`config.mk`:
```
export PLATFORM = sky130hd
export DESIGN_NAME = io_instruction_group_executor
export DESIGN_NICKNAME = d
export VERILOG_FILES = /design/src/rtl/io_group_pkg.sv /design/src/rtl/io_instruction_group_executor.sv
export SDC_FILE = /design/constraint.sdc
export NUM_CORES = 1
export LEC_CHECK = 0
export BUFFER_PORTS_ARGS = -buffer_cell sky130_fd_sc_hd__buf_2
export CAP_MARGIN = 20
export CORE_ASPECT_RATIO = 1.25
export CORE_MARGIN = 4
export CORE_UTILIZATION = 40
export CTS_CLUSTER_DIAMETER = 60
export CTS_CLUSTER_SIZE = 10
export DETAILED_ROUTE_END_ITERATION = 7
export PLACE_DENSITY_LB_ADDON = 0.1
export SYNTH_ARGS = -nofsm -noshare
export SYNTH_HDL_FRONTEND = slang
export SYNTH_SLANG_ARGS = --single-unit
```
`constraint.sdc`:
```
create_clock -name hclk -period 2.9 [get_ports hclk]
set_clock_uncertainty 0.1 [all_clocks]
set_input_delay 0.435 -clock hclk [delete_from_list [all_inputs] [get_ports hclk]]
set_output_delay 0.435 -clock hclk [all_outputs]
set_load 0.005 [all_outputs]
```
`src/rtl/io_group_pkg.sv`:
```
// Purpose: Constants and types for the I/O instruction group executor
// Assumes: 16-bit instruction words, 64 select codes
// Notes: Register map of the AHB-Lite slave lives here too
//
// How it works
// RULE_01 - Bits 5..0 pick one of 64 channels
// RULE_02 - Bit 9 set clears channel flag after
// RULE_03 - Bits 8..6 pick op; bit 11 A/B
// RULE_04 - Overflow tests: bit 9 clears overflow
// RULE_05 - Halt stops, flag per bit 9, PC+1
// RULE_06 - Set flag; code 00 enables interrupts
// RULE_07 - Clear flag; code 00 disables interrupts
// RULE_08 - Skip when addressed flag clear
// RULE_09 - Skip when addressed flag set
// RULE_10 - Merge buffer into accumulator by OR
// RULE_11 - Load buffer into accumulator
// RULE_12 - Output accumulator to buffer, unchanged accumulator
// RULE_13 - Set control sets channel control bit
// RULE_14 - Clear control; code 00 clears 06 up
// RULE_15 - Set and clear the overflow bit
// RULE_16 - Skip when overflow is one
// RULE_17 - Skip when overflow is zero
// RULE_18 - Taken skip advances PC by two
package io_group_pkg;
	localparam int unsigned WORD_W = 16;
	localparam int unsigned CHAN_N = 64;
	localparam int unsigned SEL_W = 6;
	localparam int unsigned BIT_AB = 11;
	localparam int unsigned BIT_HC = 9;
	localparam logic [5:0] SEL_SYSTEM = 6'h00;
	localparam logic [5:0] SEL_FIRST_DEV = 6'h06;
	localparam logic [5:0] SEL_OVF_FN = 6'h01;

	// Operation field, bits 8..6
	typedef enum logic [2:0] {
		op_halt_or_flag = 3'h0,
		op_skip_clear = 3'h2,
		op_skip_set = 3'h3,
		op_merge = 3'h4,
		op_load = 3'h5,
		op_output = 3'h6,
		op_control = 3'h7,
		op_overflow = 3'h1
	} io_op_e;

	// Register offsets (byte addresses)
	localparam logic [7:0] OFS_INSTR = 8'h00;
	localparam logic [7:0] OFS_ACC_A = 8'h04;
	localparam logic [7:0] OFS_ACC_B = 8'h08;
	localparam logic [7:0] OFS_PC = 8'h0c;
	localparam logic [7:0] OFS_STATUS = 8'h10;
	localparam logic [7:0] OFS_FLAG_LO = 8'h14;
	localparam logic [7:0] OFS_FLAG_HI = 8'h18;
	localparam logic [7:0] OFS_CTRL_LO = 8'h1c;
	localparam logic [7:0] OFS_CTRL_HI = 8'h20;
	localparam logic [7:0] OFS_RUN = 8'h24;

	localparam logic [15:0] RST_WORD = 16'h0000;
	localparam logic [1:0] HTRANS_NONSEQ = 2'h2;

	typedef struct packed {
		logic [15:0] word;
		logic [5:0] sel;
		logic write;
	} chan_req_s;

	typedef enum logic [1:0] {
		st_idle = 2'h0,
		st_exec = 2'h1,
		st_done = 2'h3
	} exec_state_e;
endpackage : io_group_pkg

```
`src/rtl/io_instruction_group_executor.sv`:
```
// Purpose: Executes the I/O instruction group on command from AHB-Lite
// Assumes: Channel buffers are external and combinationally readable
// Notes: Writing the instruction register starts one execution
`timescale 1ns/10ps
`default_nettype none
module io_instruction_group_executor #(
	parameter int unsigned CHANNELS = io_group_pkg::CHAN_N
) (
	input wire logic hclk,
	input wire logic hresetn,
	input wire logic hsel,
	input wire logic [31:0] haddr,
	input wire logic [1:0] htrans,
	input wire logic hwrite,
	input wire logic [2:0] hsize,
	input wire logic [31:0] hwdata,
	input wire logic hready,
	output logic [31:0] hrdata,
	output logic hreadyout,
	output logic hresp,
	input wire logic [io_group_pkg::WORD_W-1:0] chan_in_data,
	input wire logic [CHANNELS-1:0] chan_flag_set,
	output logic [io_group_pkg::SEL_W-1:0] chan_in_sel,
	output io_group_pkg::chan_req_s chan_out,
	output logic [CHANNELS-1:0] chan_flag,
	output logic [CHANNELS-1:0] chan_control,
	output logic intr_enable,
	output logic overflow,
	output logic halted
);
	import io_group_pkg::*;

	// Every select code needs its own flag and control bit
	if (CHANNELS != CHAN_N) begin : g_chan_check
		$error("CHANNELS must equal 64");
	end

	// ----------------------------------------
	// Bus address phase capture
	// ----------------------------------------
	logic bus_wr, next_bus_wr, bus_rd, next_bus_rd;
	logic [7:0] bus_addr, next_bus_addr;
	logic take;

	assign take = hsel && hready && (htrans == HTRANS_NONSEQ);
	// Zero wait states, response always OKAY
	assign hreadyout = 1'b1;
	assign hresp = 1'b0;

	always_comb begin
		next_bus_wr = take && hwrite;
		next_bus_rd = take && !hwrite;
		next_bus_addr = take ? haddr[7:0] : bus_addr;
	end

	always_ff @(posedge hclk or negedge hresetn) begin
		if (!hresetn) begin
			bus_wr <= 1'b0;
			bus_rd <= 1'b0;
			bus_addr <= 8'h00;
		end else begin
			bus_wr <= next_bus_wr;
			bus_rd <= next_bus_rd;
			bus_addr <= next_bus_addr;
		end
	end

	// ----------------------------------------
	// Processor state
	// ----------------------------------------
	// Programmer-visible registers
	logic [15:0] instr, next_instr;
	logic [15:0] acc_a, next_acc_a;
	logic [15:0] acc_b, next_acc_b;
	logic [15:0] pc, next_pc;
	logic next_overflow, next_intr_enable, next_halted;
	logic [CHANNELS-1:0] next_chan_flag, next_chan_control;
	exec_state_e state, next_state;
	chan_req_s next_chan_out;

	logic [5:0] sel;
	logic [2:0] opf;
	logic use_b, hc, skip, cur_flag, ovf_fn;
	logic [15:0] acc_sel;

	// ----------------------------------------
	// Instruction field decode
	// ----------------------------------------
	// RULE_01 select code
	assign sel = instr[5:0];
	// RULE_03 op and A/B
	assign opf = instr[8:6];
	assign use_b = instr[BIT_AB];
	assign hc = instr[BIT_HC];
	assign acc_sel = use_b ? acc_b : acc_a;
	assign cur_flag = chan_flag[sel];
	assign chan_in_sel = sel;
	assign ovf_fn = (sel == SEL_OVF_FN);

	// ----------------------------------------
	// Execution
	// ----------------------------------------
	always_comb begin
		next_instr = instr;
		next_acc_a = acc_a;
		next_acc_b = acc_b;
		next_pc = pc;
		next_overflow = overflow;
		next_intr_enable = intr_enable;
		next_halted = halted;
		next_chan_control = chan_control;
		next_chan_out = chan_out;
		next_chan_out.write = 1'b0;
		next_state = state;
		skip = 1'b0;
		next_chan_flag = chan_flag;
		// Bus writes reach registers only while idle
		case (state)
		st_idle: begin
			if (bus_wr && bus_addr == OFS_INSTR) begin
				next_instr = hwdata[15:0];
				next_state = st_exec;
			end else if (bus_wr && bus_addr == OFS_ACC_A) begin
				next_acc_a = hwdata[15:0];
			end else if (bus_wr && bus_addr == OFS_ACC_B) begin
				next_acc_b = hwdata[15:0];
			end else if (bus_wr && bus_addr == OFS_PC) begin
				next_pc = hwdata[15:0];
			end else if (bus_wr && bus_addr == OFS_RUN) begin
				next_halted = 1'b0;
			end
		end
		// One cycle of work; results show one edge later
		st_exec: begin
			next_state = st_done;
			next_pc = pc + 16'h0001;
			case (opf)
			op_halt_or_flag: begin
				if (!use_b) begin
					// RULE_05 halt, pc one past
					next_halted = 1'b1;
					if (hc) next_chan_flag[sel] = 1'b0;
				end else if (hc) begin
					// RULE_07 clear flag
					if (sel == SEL_SYSTEM) next_intr_enable = 1'b0;
					else next_chan_flag[sel] = 1'b0;
				end else begin
					// RULE_06 set flag
					if (sel == SEL_SYSTEM) next_intr_enable = 1'b1;
					else next_chan_flag[sel] = 1'b1;
				end
			end
			op_overflow: begin
				if (ovf_fn) begin
					// RULE_15 set or clear overflow
					next_overflow = !use_b;
				end
			end
			op_skip_clear: begin
				if (ovf_fn) begin
					// RULE_17 skip overflow clear
					skip = !overflow;
					// RULE_04 hold or clear overflow
					if (hc) next_overflow = 1'b0;
				end else begin
					// RULE_08 skip if flag clear
					skip = !cur_flag;
					if (hc) next_chan_flag[sel] = 1'b0;
				end
			end
			op_skip_set: begin
				if (ovf_fn) begin
					// RULE_16 skip overflow set
					skip = overflow;
					// Bit 9 acts on overflow, not the flag
					if (hc) next_overflow = 1'b0;
				end else begin
					// RULE_09 skip if flag set
					skip = cur_flag;
					if (hc) next_chan_flag[sel] = 1'b0;
				end
			end
			op_merge: begin
				// RULE_10 merge by OR
				if (use_b) next_acc_b = acc_b | chan_in_data;
				else next_acc_a = acc_a | chan_in_data;
				if (hc) next_chan_flag[sel] = 1'b0;
			end
			op_load: begin
				// RULE_11 load from buffer
				if (use_b) next_acc_b = chan_in_data;
				else next_acc_a = chan_in_data;
				if (hc) next_chan_flag[sel] = 1'b0;
			end
			op_output: begin
				// RULE_12 output accumulator
				next_chan_out.word = acc_sel;
				next_chan_out.sel = sel;
				next_chan_out.write = 1'b1;
				if (hc) next_chan_flag[sel] = 1'b0;
			end
			default: begin
				if (!use_b) begin
					// RULE_13 set control
					next_chan_control[sel] = 1'b1;
				end else if (sel == SEL_SYSTEM) begin
					// RULE_14 clear all from 06
					for (int i = 0; i < CHANNELS; i++) begin
						if (i >= int'(SEL_FIRST_DEV)) begin
							next_chan_control[i] = 1'b0;
						end
					end
				end else begin
					next_chan_control[sel] = 1'b0;
				end
				// RULE_02 hold or clear flag
				if (hc) next_chan_flag[sel] = 1'b0;
			end
			endcase
			// RULE_18 skip adds two
			if (skip) next_pc = pc + 16'h0002;
		end
		default: begin
			next_state = st_idle;
		end
		endcase
		// Device flag raise wins over clear
		next_chan_flag = next_chan_flag | chan_flag_set;
	end

	// ----------------------------------------
	// State registers
	// ----------------------------------------
	always_ff @(posedge hclk or negedge hresetn) begin
		if (!hresetn) begin
			instr <= RST_WORD;
			acc_a <= RST_WORD;
			acc_b <= RST_WORD;
			pc <= RST_WORD;
			overflow <= 1'b0;
			intr_enable <= 1'b0;
			halted <= 1'b0;
			chan_flag <= '0;
			chan_control <= '0;
			chan_out <= '0;
			state <= st_idle;
		end else begin
			instr <= next_instr;
			acc_a <= next_acc_a;
			acc_b <= next_acc_b;
			pc <= next_pc;
			overflow <= next_overflow;
			intr_enable <= next_intr_enable;
			halted <= next_halted;
			chan_flag <= next_chan_flag;
			chan_control <= next_chan_control;
			chan_out <= next_chan_out;
			state <= next_state;
		end
	end

	// ----------------------------------------
	// Read data
	// ----------------------------------------
	logic [31:0] next_hrdata;
	// Decoded in the address phase so data stands in the data phase

	always_comb begin
		next_hrdata = 32'h0000_0000;
		if (next_bus_rd) begin
			if (next_bus_addr == OFS_INSTR) begin
				next_hrdata = {16'h0000, instr};
			end else if (next_bus_addr == OFS_ACC_A) begin
				next_hrdata = {16'h0000, acc_a};
			end else if (next_bus_addr == OFS_ACC_B) begin
				next_hrdata = {16'h0000, acc_b};
			end else if (next_bus_addr == OFS_PC) begin
				next_hrdata = {16'h0000, pc};
			end else if (next_bus_addr == OFS_STATUS) begin
				next_hrdata = {28'h0000000, state != st_idle, halted,
					intr_enable, overflow};
			end else if (next_bus_addr == OFS_FLAG_LO) begin
				next_hrdata = chan_flag[31:0];
			end else if (next_bus_addr == OFS_FLAG_HI) begin
				next_hrdata = chan_flag[63:32];
			end else if (next_bus_addr == OFS_CTRL_LO) begin
				next_hrdata = chan_control[31:0];
			end else if (next_bus_addr == OFS_CTRL_HI) begin
				next_hrdata = chan_control[63:32];
			end
		end
	end

	always_ff @(posedge hclk or negedge hresetn) begin
		if (!hresetn) begin
			hrdata <= 32'h0000_0000;
		end else begin
			hrdata <= next_hrdata;
		end
	end
endmodule : io_instruction_group_executor
`default_nettype wire

```
# [Word-level counts from Yosys, hierarchy flattened]
# Index checks and enable logic that the tools add are counted.
[word_totals] reg_bits=261 input_bits=154 output_inout_bits=194 elab_cells=174
[op_classes] add_sub_neg=2 n_lt_le_gt_ge=2 n_eq_ne=41 mux=69 n_bitwise=9 reduce_logical=34
[ops] op="$mux 64" n=8
[ops] op="$mux 32" n=10
[ops] op="$mux 16" n=15
[ops] op="$or 64x64->64" n=3
[ops] op="$pmux 64 s3" n=1
[ops] op="$pmux 16 s2" n=5
[ops] op="$and 64x64->64" n=2
[ops] op="$not 64->64" n=1
[ops] op="$mux 58" n=1
[ops] op="$eq 8x4->1 const B" n=4
[ops] op="$eq 8x5->1 const B" n=4
[ops] op="$or 16x16->16" n=2
[ops] op="$ne 2x2->1 const B" n=12
[ops] op="$mux 1" n=20
[ops] op="$add 16x1->16 const B" n=1
[ops] op="$add 16x2->16 const B" n=1
[ops] op="$eq 8x3->1 const B" n=2
[ops] op="$eq 8x6->1 const B" n=2
[ops] op="$logic_not 8->1" n=2
[ops] op="$ne 3x3->1 const B" n=4
[ops] op="$logic_and 1x1->1" n=10
[ops] op="$reduce_and 5->1" n=2
[ops] op="$eq 3x3->1 const B" n=3
[ops] op="$mux 8" n=1
[ops] op="other kinds (29)" n=41

# [Depth between registers and ports, before layout]
[depth] ltp_word=14 mapped_depth=11 mapped_depth_nobuf=9

# [Least setup slack after synthesis]
# OpenSTA, ideal clock, no wires.
[synth_timing] kind="flip-flop to flip-flop" from="register instr[1]" to="register pc[6]" setup_ns=0.120 t_arrival_ns=2.878 t_required_ns=2.680 path_slack_ns=-0.197 path_stages_with_launch=11 n_path_buf=1 period_less_slack_ns=3.097 path_cell_list="dfrtp_1 > buf_6 > mux2_4 > a221oi_2 > o2bb2ai_1 > a311o_1 > o32ai_4 > mux2i_4 > mux2i_2 > o21ai_1 > a31o_1"
[synth_between] elab_chain_len=8
[synth_lines] item="start, declared" line_no="io_instruction_group_executor.sv:72" rtl="logic [15:0] instr, next_instr;"
[synth_lines] item="start signal, assigned" line_no="io_instruction_group_executor.sv:248" rtl="instr <= next_instr;"
[synth_lines] item="$bmux 1 s6" line_no="io_instruction_group_executor.sv:96" rtl="assign cur_flag = chan_flag[sel];"
[synth_lines] item="$mux 1 (implied by the code)" line_no="io_instruction_group_executor.sv:96"
[synth_lines] item="$logic_not 1->1" line_no="io_instruction_group_executor.sv:167" rtl="skip = !cur_flag;"
[synth_lines] item="$mux 1" line_no="io_instruction_group_executor.sv:160" rtl="if (ovf_fn) begin"
[synth_lines] item="$pmux 1 s2 (*)" line_no="io_instruction_group_executor.sv:137" rtl="case (opf)"
[synth_lines] item="$mux 1 (*)" line_no="io_instruction_group_executor.sv:118" rtl="case (state)"
[synth_lines] item="$mux 16 (*)" line_no="io_instruction_group_executor.sv:221" rtl="if (skip) next_pc = pc + 16'h0002;"
[synth_lines] item="$pmux 16 s2 (*)" line_no="io_instruction_group_executor.sv:118"
[synth_lines] item="end signal, assigned" line_no="io_instruction_group_executor.sv:251" rtl="pc <= next_pc;"
[synth_lines] item="end, declared" line_no="io_instruction_group_executor.sv:75" rtl="logic [15:0] pc, next_pc;"
# Every way passes the cells marked *; elsewhere a longest branch is shown, timed or not. The select of a mux whose other input is x is not followed.
# A chain may end at the register's enable or synchronous reset.

# [Final worst setup path]
[layout_timing] from="register instr[2]" to="register pc[12]"
# The elaborated chain is that of the path after synthesis.

==> results.md <==
* Status: complete, but fails checks
* Failing checks: negative setup slack
* Via/cell ratio at roughly 6
* Pwr dens at 562.4 mW/mm²
* Share of layout cells above drive strength 1 at 33.14%
* Worst path arrival time at 3.56 ns
* Seq cells post-synth at 261
* Post-detail-place hpwl at 40.86 mm
* Total track usage at between 20% and 30%
* R2R Path End: pc[12]$_DFFE_PN0P_
* Final hold slack at 0.01863 ns
* Max Freq at 311.6 MHz
* Leak at 8.233 nW
* Routed len/inst at about 24 µm
* Synth cell types at 72
* Normalized max-slew margin at a little over a third
* Post-Synthesis Cells at ~1400
* FFs w/ async S/R, synth at 100.0%
* P&R area growth vs syn at 35.89%
* First-pass DRT Iterations at 8
* IO Pins at 348
* Core Box Area at 0.03350 mm²
* Starting density of the core at 40.33%
* Worst r2r src: instr[2]$_DFFE_PN0P_
* Max Slew Vio Count at 0
* Critical path endpoint category: register
* Vias in the first global route at 13900
* Row count at 75
* CTS max path bufs at 3
* First element of the critical path: instr[2]$_DFFE_PN0P_
* Die area at 0.03680 mm²
* Ant. Diodes at 0
* Total power at slightly above 10 mW
* Die height at 213.5 µm
* Final Cycle Share at 110.7%
* Reg2Reg Depth at 11
* Clock sinks at 261
* RSZ-0062 raised after global routing: true
* Finished Layout Cells at between 2000 and 2500
* Setup violations, final at 16
* Syn Nets at 1602
* Root cell of the clock tree: clkbuf_16
* Die Wd at 172.4 µm
* Tightest Pin Transition at approximately 0.97 ns
* Iteration-0 DRC Markers at 1531
* Share of the synthesized area in the top cell type at about half
* Routed vias at 13940
* Post-synthesis compound-gate area fraction at between 20% and 30%
* R2R Setup Slk at -0.31 ns
* Initial antenna violation count at 0
* Max H-tree Level at 1
* Largest net degree at the start of global routing at 71
* Worst-Skew Late Latency at 0.57 ns
* Final Cell Area at 0.01836 mm²
* CP Capture Point: pc[12]$_DFFE_PN0P_
* Yosys top cell by area: dfrtp_1
* Mapped cell area at 0.01351 mm²
* Count of input and output buffers at ~300
* Fin nets at 2047
* GP Congestion at 0.9542
* HP Class: input port to register
* Syn avg cell area at 9.344 µm²
* Most frequent cells in the layout: buf_2, dfrtp_1, o21ai_0
* Overflow after GRT at 0
* Final setup margin at -0.3089 ns
* Simple-gate portion of the synthesized area at between 10% and 20%
* Post-synth EDFFs at 0
* Crit Path Class: register to register
* Top post-synthesis cells by area: dfrtp_1, o21ai_0, a21oi_1
* Adder-cell share of the synthesized area at 0.1852%
* Final min period at 3.209 ns
* DP Area at 0.01667 mm²
* Most common cell after layout, fill and taps aside: buf_2
* CP startpoint kind: register
* CTS tree: built
* Mux cell area share after synthesis at 7.334%
* Routed Antenna Nets at 0
* Critical path required time at 3.25 ns
* Synth Area in XOR/XNOR at 0.06482%
* Worst Path Max Fanout at 8
* Register area share after synthesis at 48.34%
* Pre-CTS WS at -0.4835 ns
* Clk pin slew, worst setup/hold paths at 0.06 ns
* Main combinational cell family by area after synthesis: compound AO/OA/AOI/OAI gates
* First-pass GRT wire length at about 85 mm
* Max-cap violations at 0
* Endpoints failing hold at 0
* Total placed cells including tap cells at around 2200
* Num CTS Buffers at 31
* Yosys warns at 0
* DR DRC count at 0
* Ys flop type: dfrtp_1
* Maximum VDD drop at 401.3 µV
* Final WL at 56.67 mm
[critical path: stages, from the launching register on]
cell,delay [ns]
dfrtp_2,0.44
buf_12,0.15
buf_12,0.12
mux4_2,0.27
nor3b_2,0.17
a31oi_2,0.20
o2111ai_2,0.16
o32ai_4,0.39
mux2i_4,0.38
mux2i_4,0.41
o22ai_1,0.11
a31o_1,0.20
[kinds of logic after synthesis]
logic type,count (synthesis)
buffers and inverters,147
adders and majority gates,2
and+or+nand+nor,398
muxes,84
DFF,261
other,2
xor gates and xnor gates,1
AOI/OAI and AO/OA,551
[what timing repair did]
action                                  CTS  global route
buffers inserted                         12             1
hold endpoints to repair                119             0
pin swaps                                12             9
endpoints found under the setup margin   16            22
gates resized for setup                  25            16
gates cloned                              1             0
hold buffers                             55             0
[stage by stage]
step / utilization [%] / TNS (ns)
floorplan: - / -0.7997
global placement: 49.73 / -4.614
detailed placement: 49.75 / -5.867
CTS: 54.64 / -2.993
global route: 54.81 / -4.934
finish: 54.81 / -3.532
[Yosys cell counts, drive strengths merged (4+ instances only)]
cell	number
a311oi	4
clkbuf	108
nor2	172
nor4	7
mux4	7
and2	4
a21oi	173
a221oi	15
dfrtp	261
nor3b	4
nor2b	6
or3	6
o21ai	184
or2	4
a211oi	6
inv	13
a222oi	27
o221a	11
a221o	61
a22oi	8
o211ai	5
a31oi	16
nand2	109
nand4	10
o22ai	10
mux2i	46
buf	26
nand3	21
a31o	4
mux2	31
and3	11
nand2b	15
nor3	18
o31ai	4
[state kept, by name (all words and copies together) (netlist names), named ones only]
name	flops
chan_flag	64
chan_out	23
bus_wr	1
overflow	1
acc_a	16
acc_b	16
bus_addr	8
halted	1
intr_enable	1
chan_control	58
instr	16
state	2
hrdata	32
pc	16
[worst min-delay path by stage]
stage / from / to / cells past startpoint
final: chan_flag_set[6] / chan_flag[6]$_DFF_PN0_ / 2
after global routing: chan_flag_set[6] / chan_flag[6]$_DFF_PN0_ / 2
after CTS: chan_flag_set[6] / chan_flag[6]$_DFF_PN0_ / 2
after detailed placement: hresetn / chan_control[60]$_DFFE_PN0P_ / 1
after global placement: hresetn / chan_control[60]$_DFFE_PN0P_ / 1
after floorplan: hresetn / async pin / 0
[where the power goes]
part / switching, mW / total [mW] / internal, mW
sequential: 0.462 / 4.42 / 3.96
clock: 1.48 / 3.56 / 2.08
combinational: 1.32 / 2.34 / 1.03
[final cells by class]
class | count | area (µm²)
tap | 423 | 529.3
clock buffer | 33 | 793.3
timing repair buffer | 546 | 3756
fill | 3050 | 15140
sequential | 261 | 6534
clock inverter | 4 | 72.57
inverter | 13 | 48.80
multi-input combinational | 1038 | 6628
[routing by layer]
metal | global-route usage (%) | routed length, µm | vias up
met5 | 0 | 0 | -
met4 | 12.99 | 2813 | 0
met3 | 3.135 | 4020 | 141
met2 | 51.22 | 27820 | 697
met1 | 38.15 | 22010 | 6845
li1 | - | - | 6259
Power figures use the tool's default switching activity.
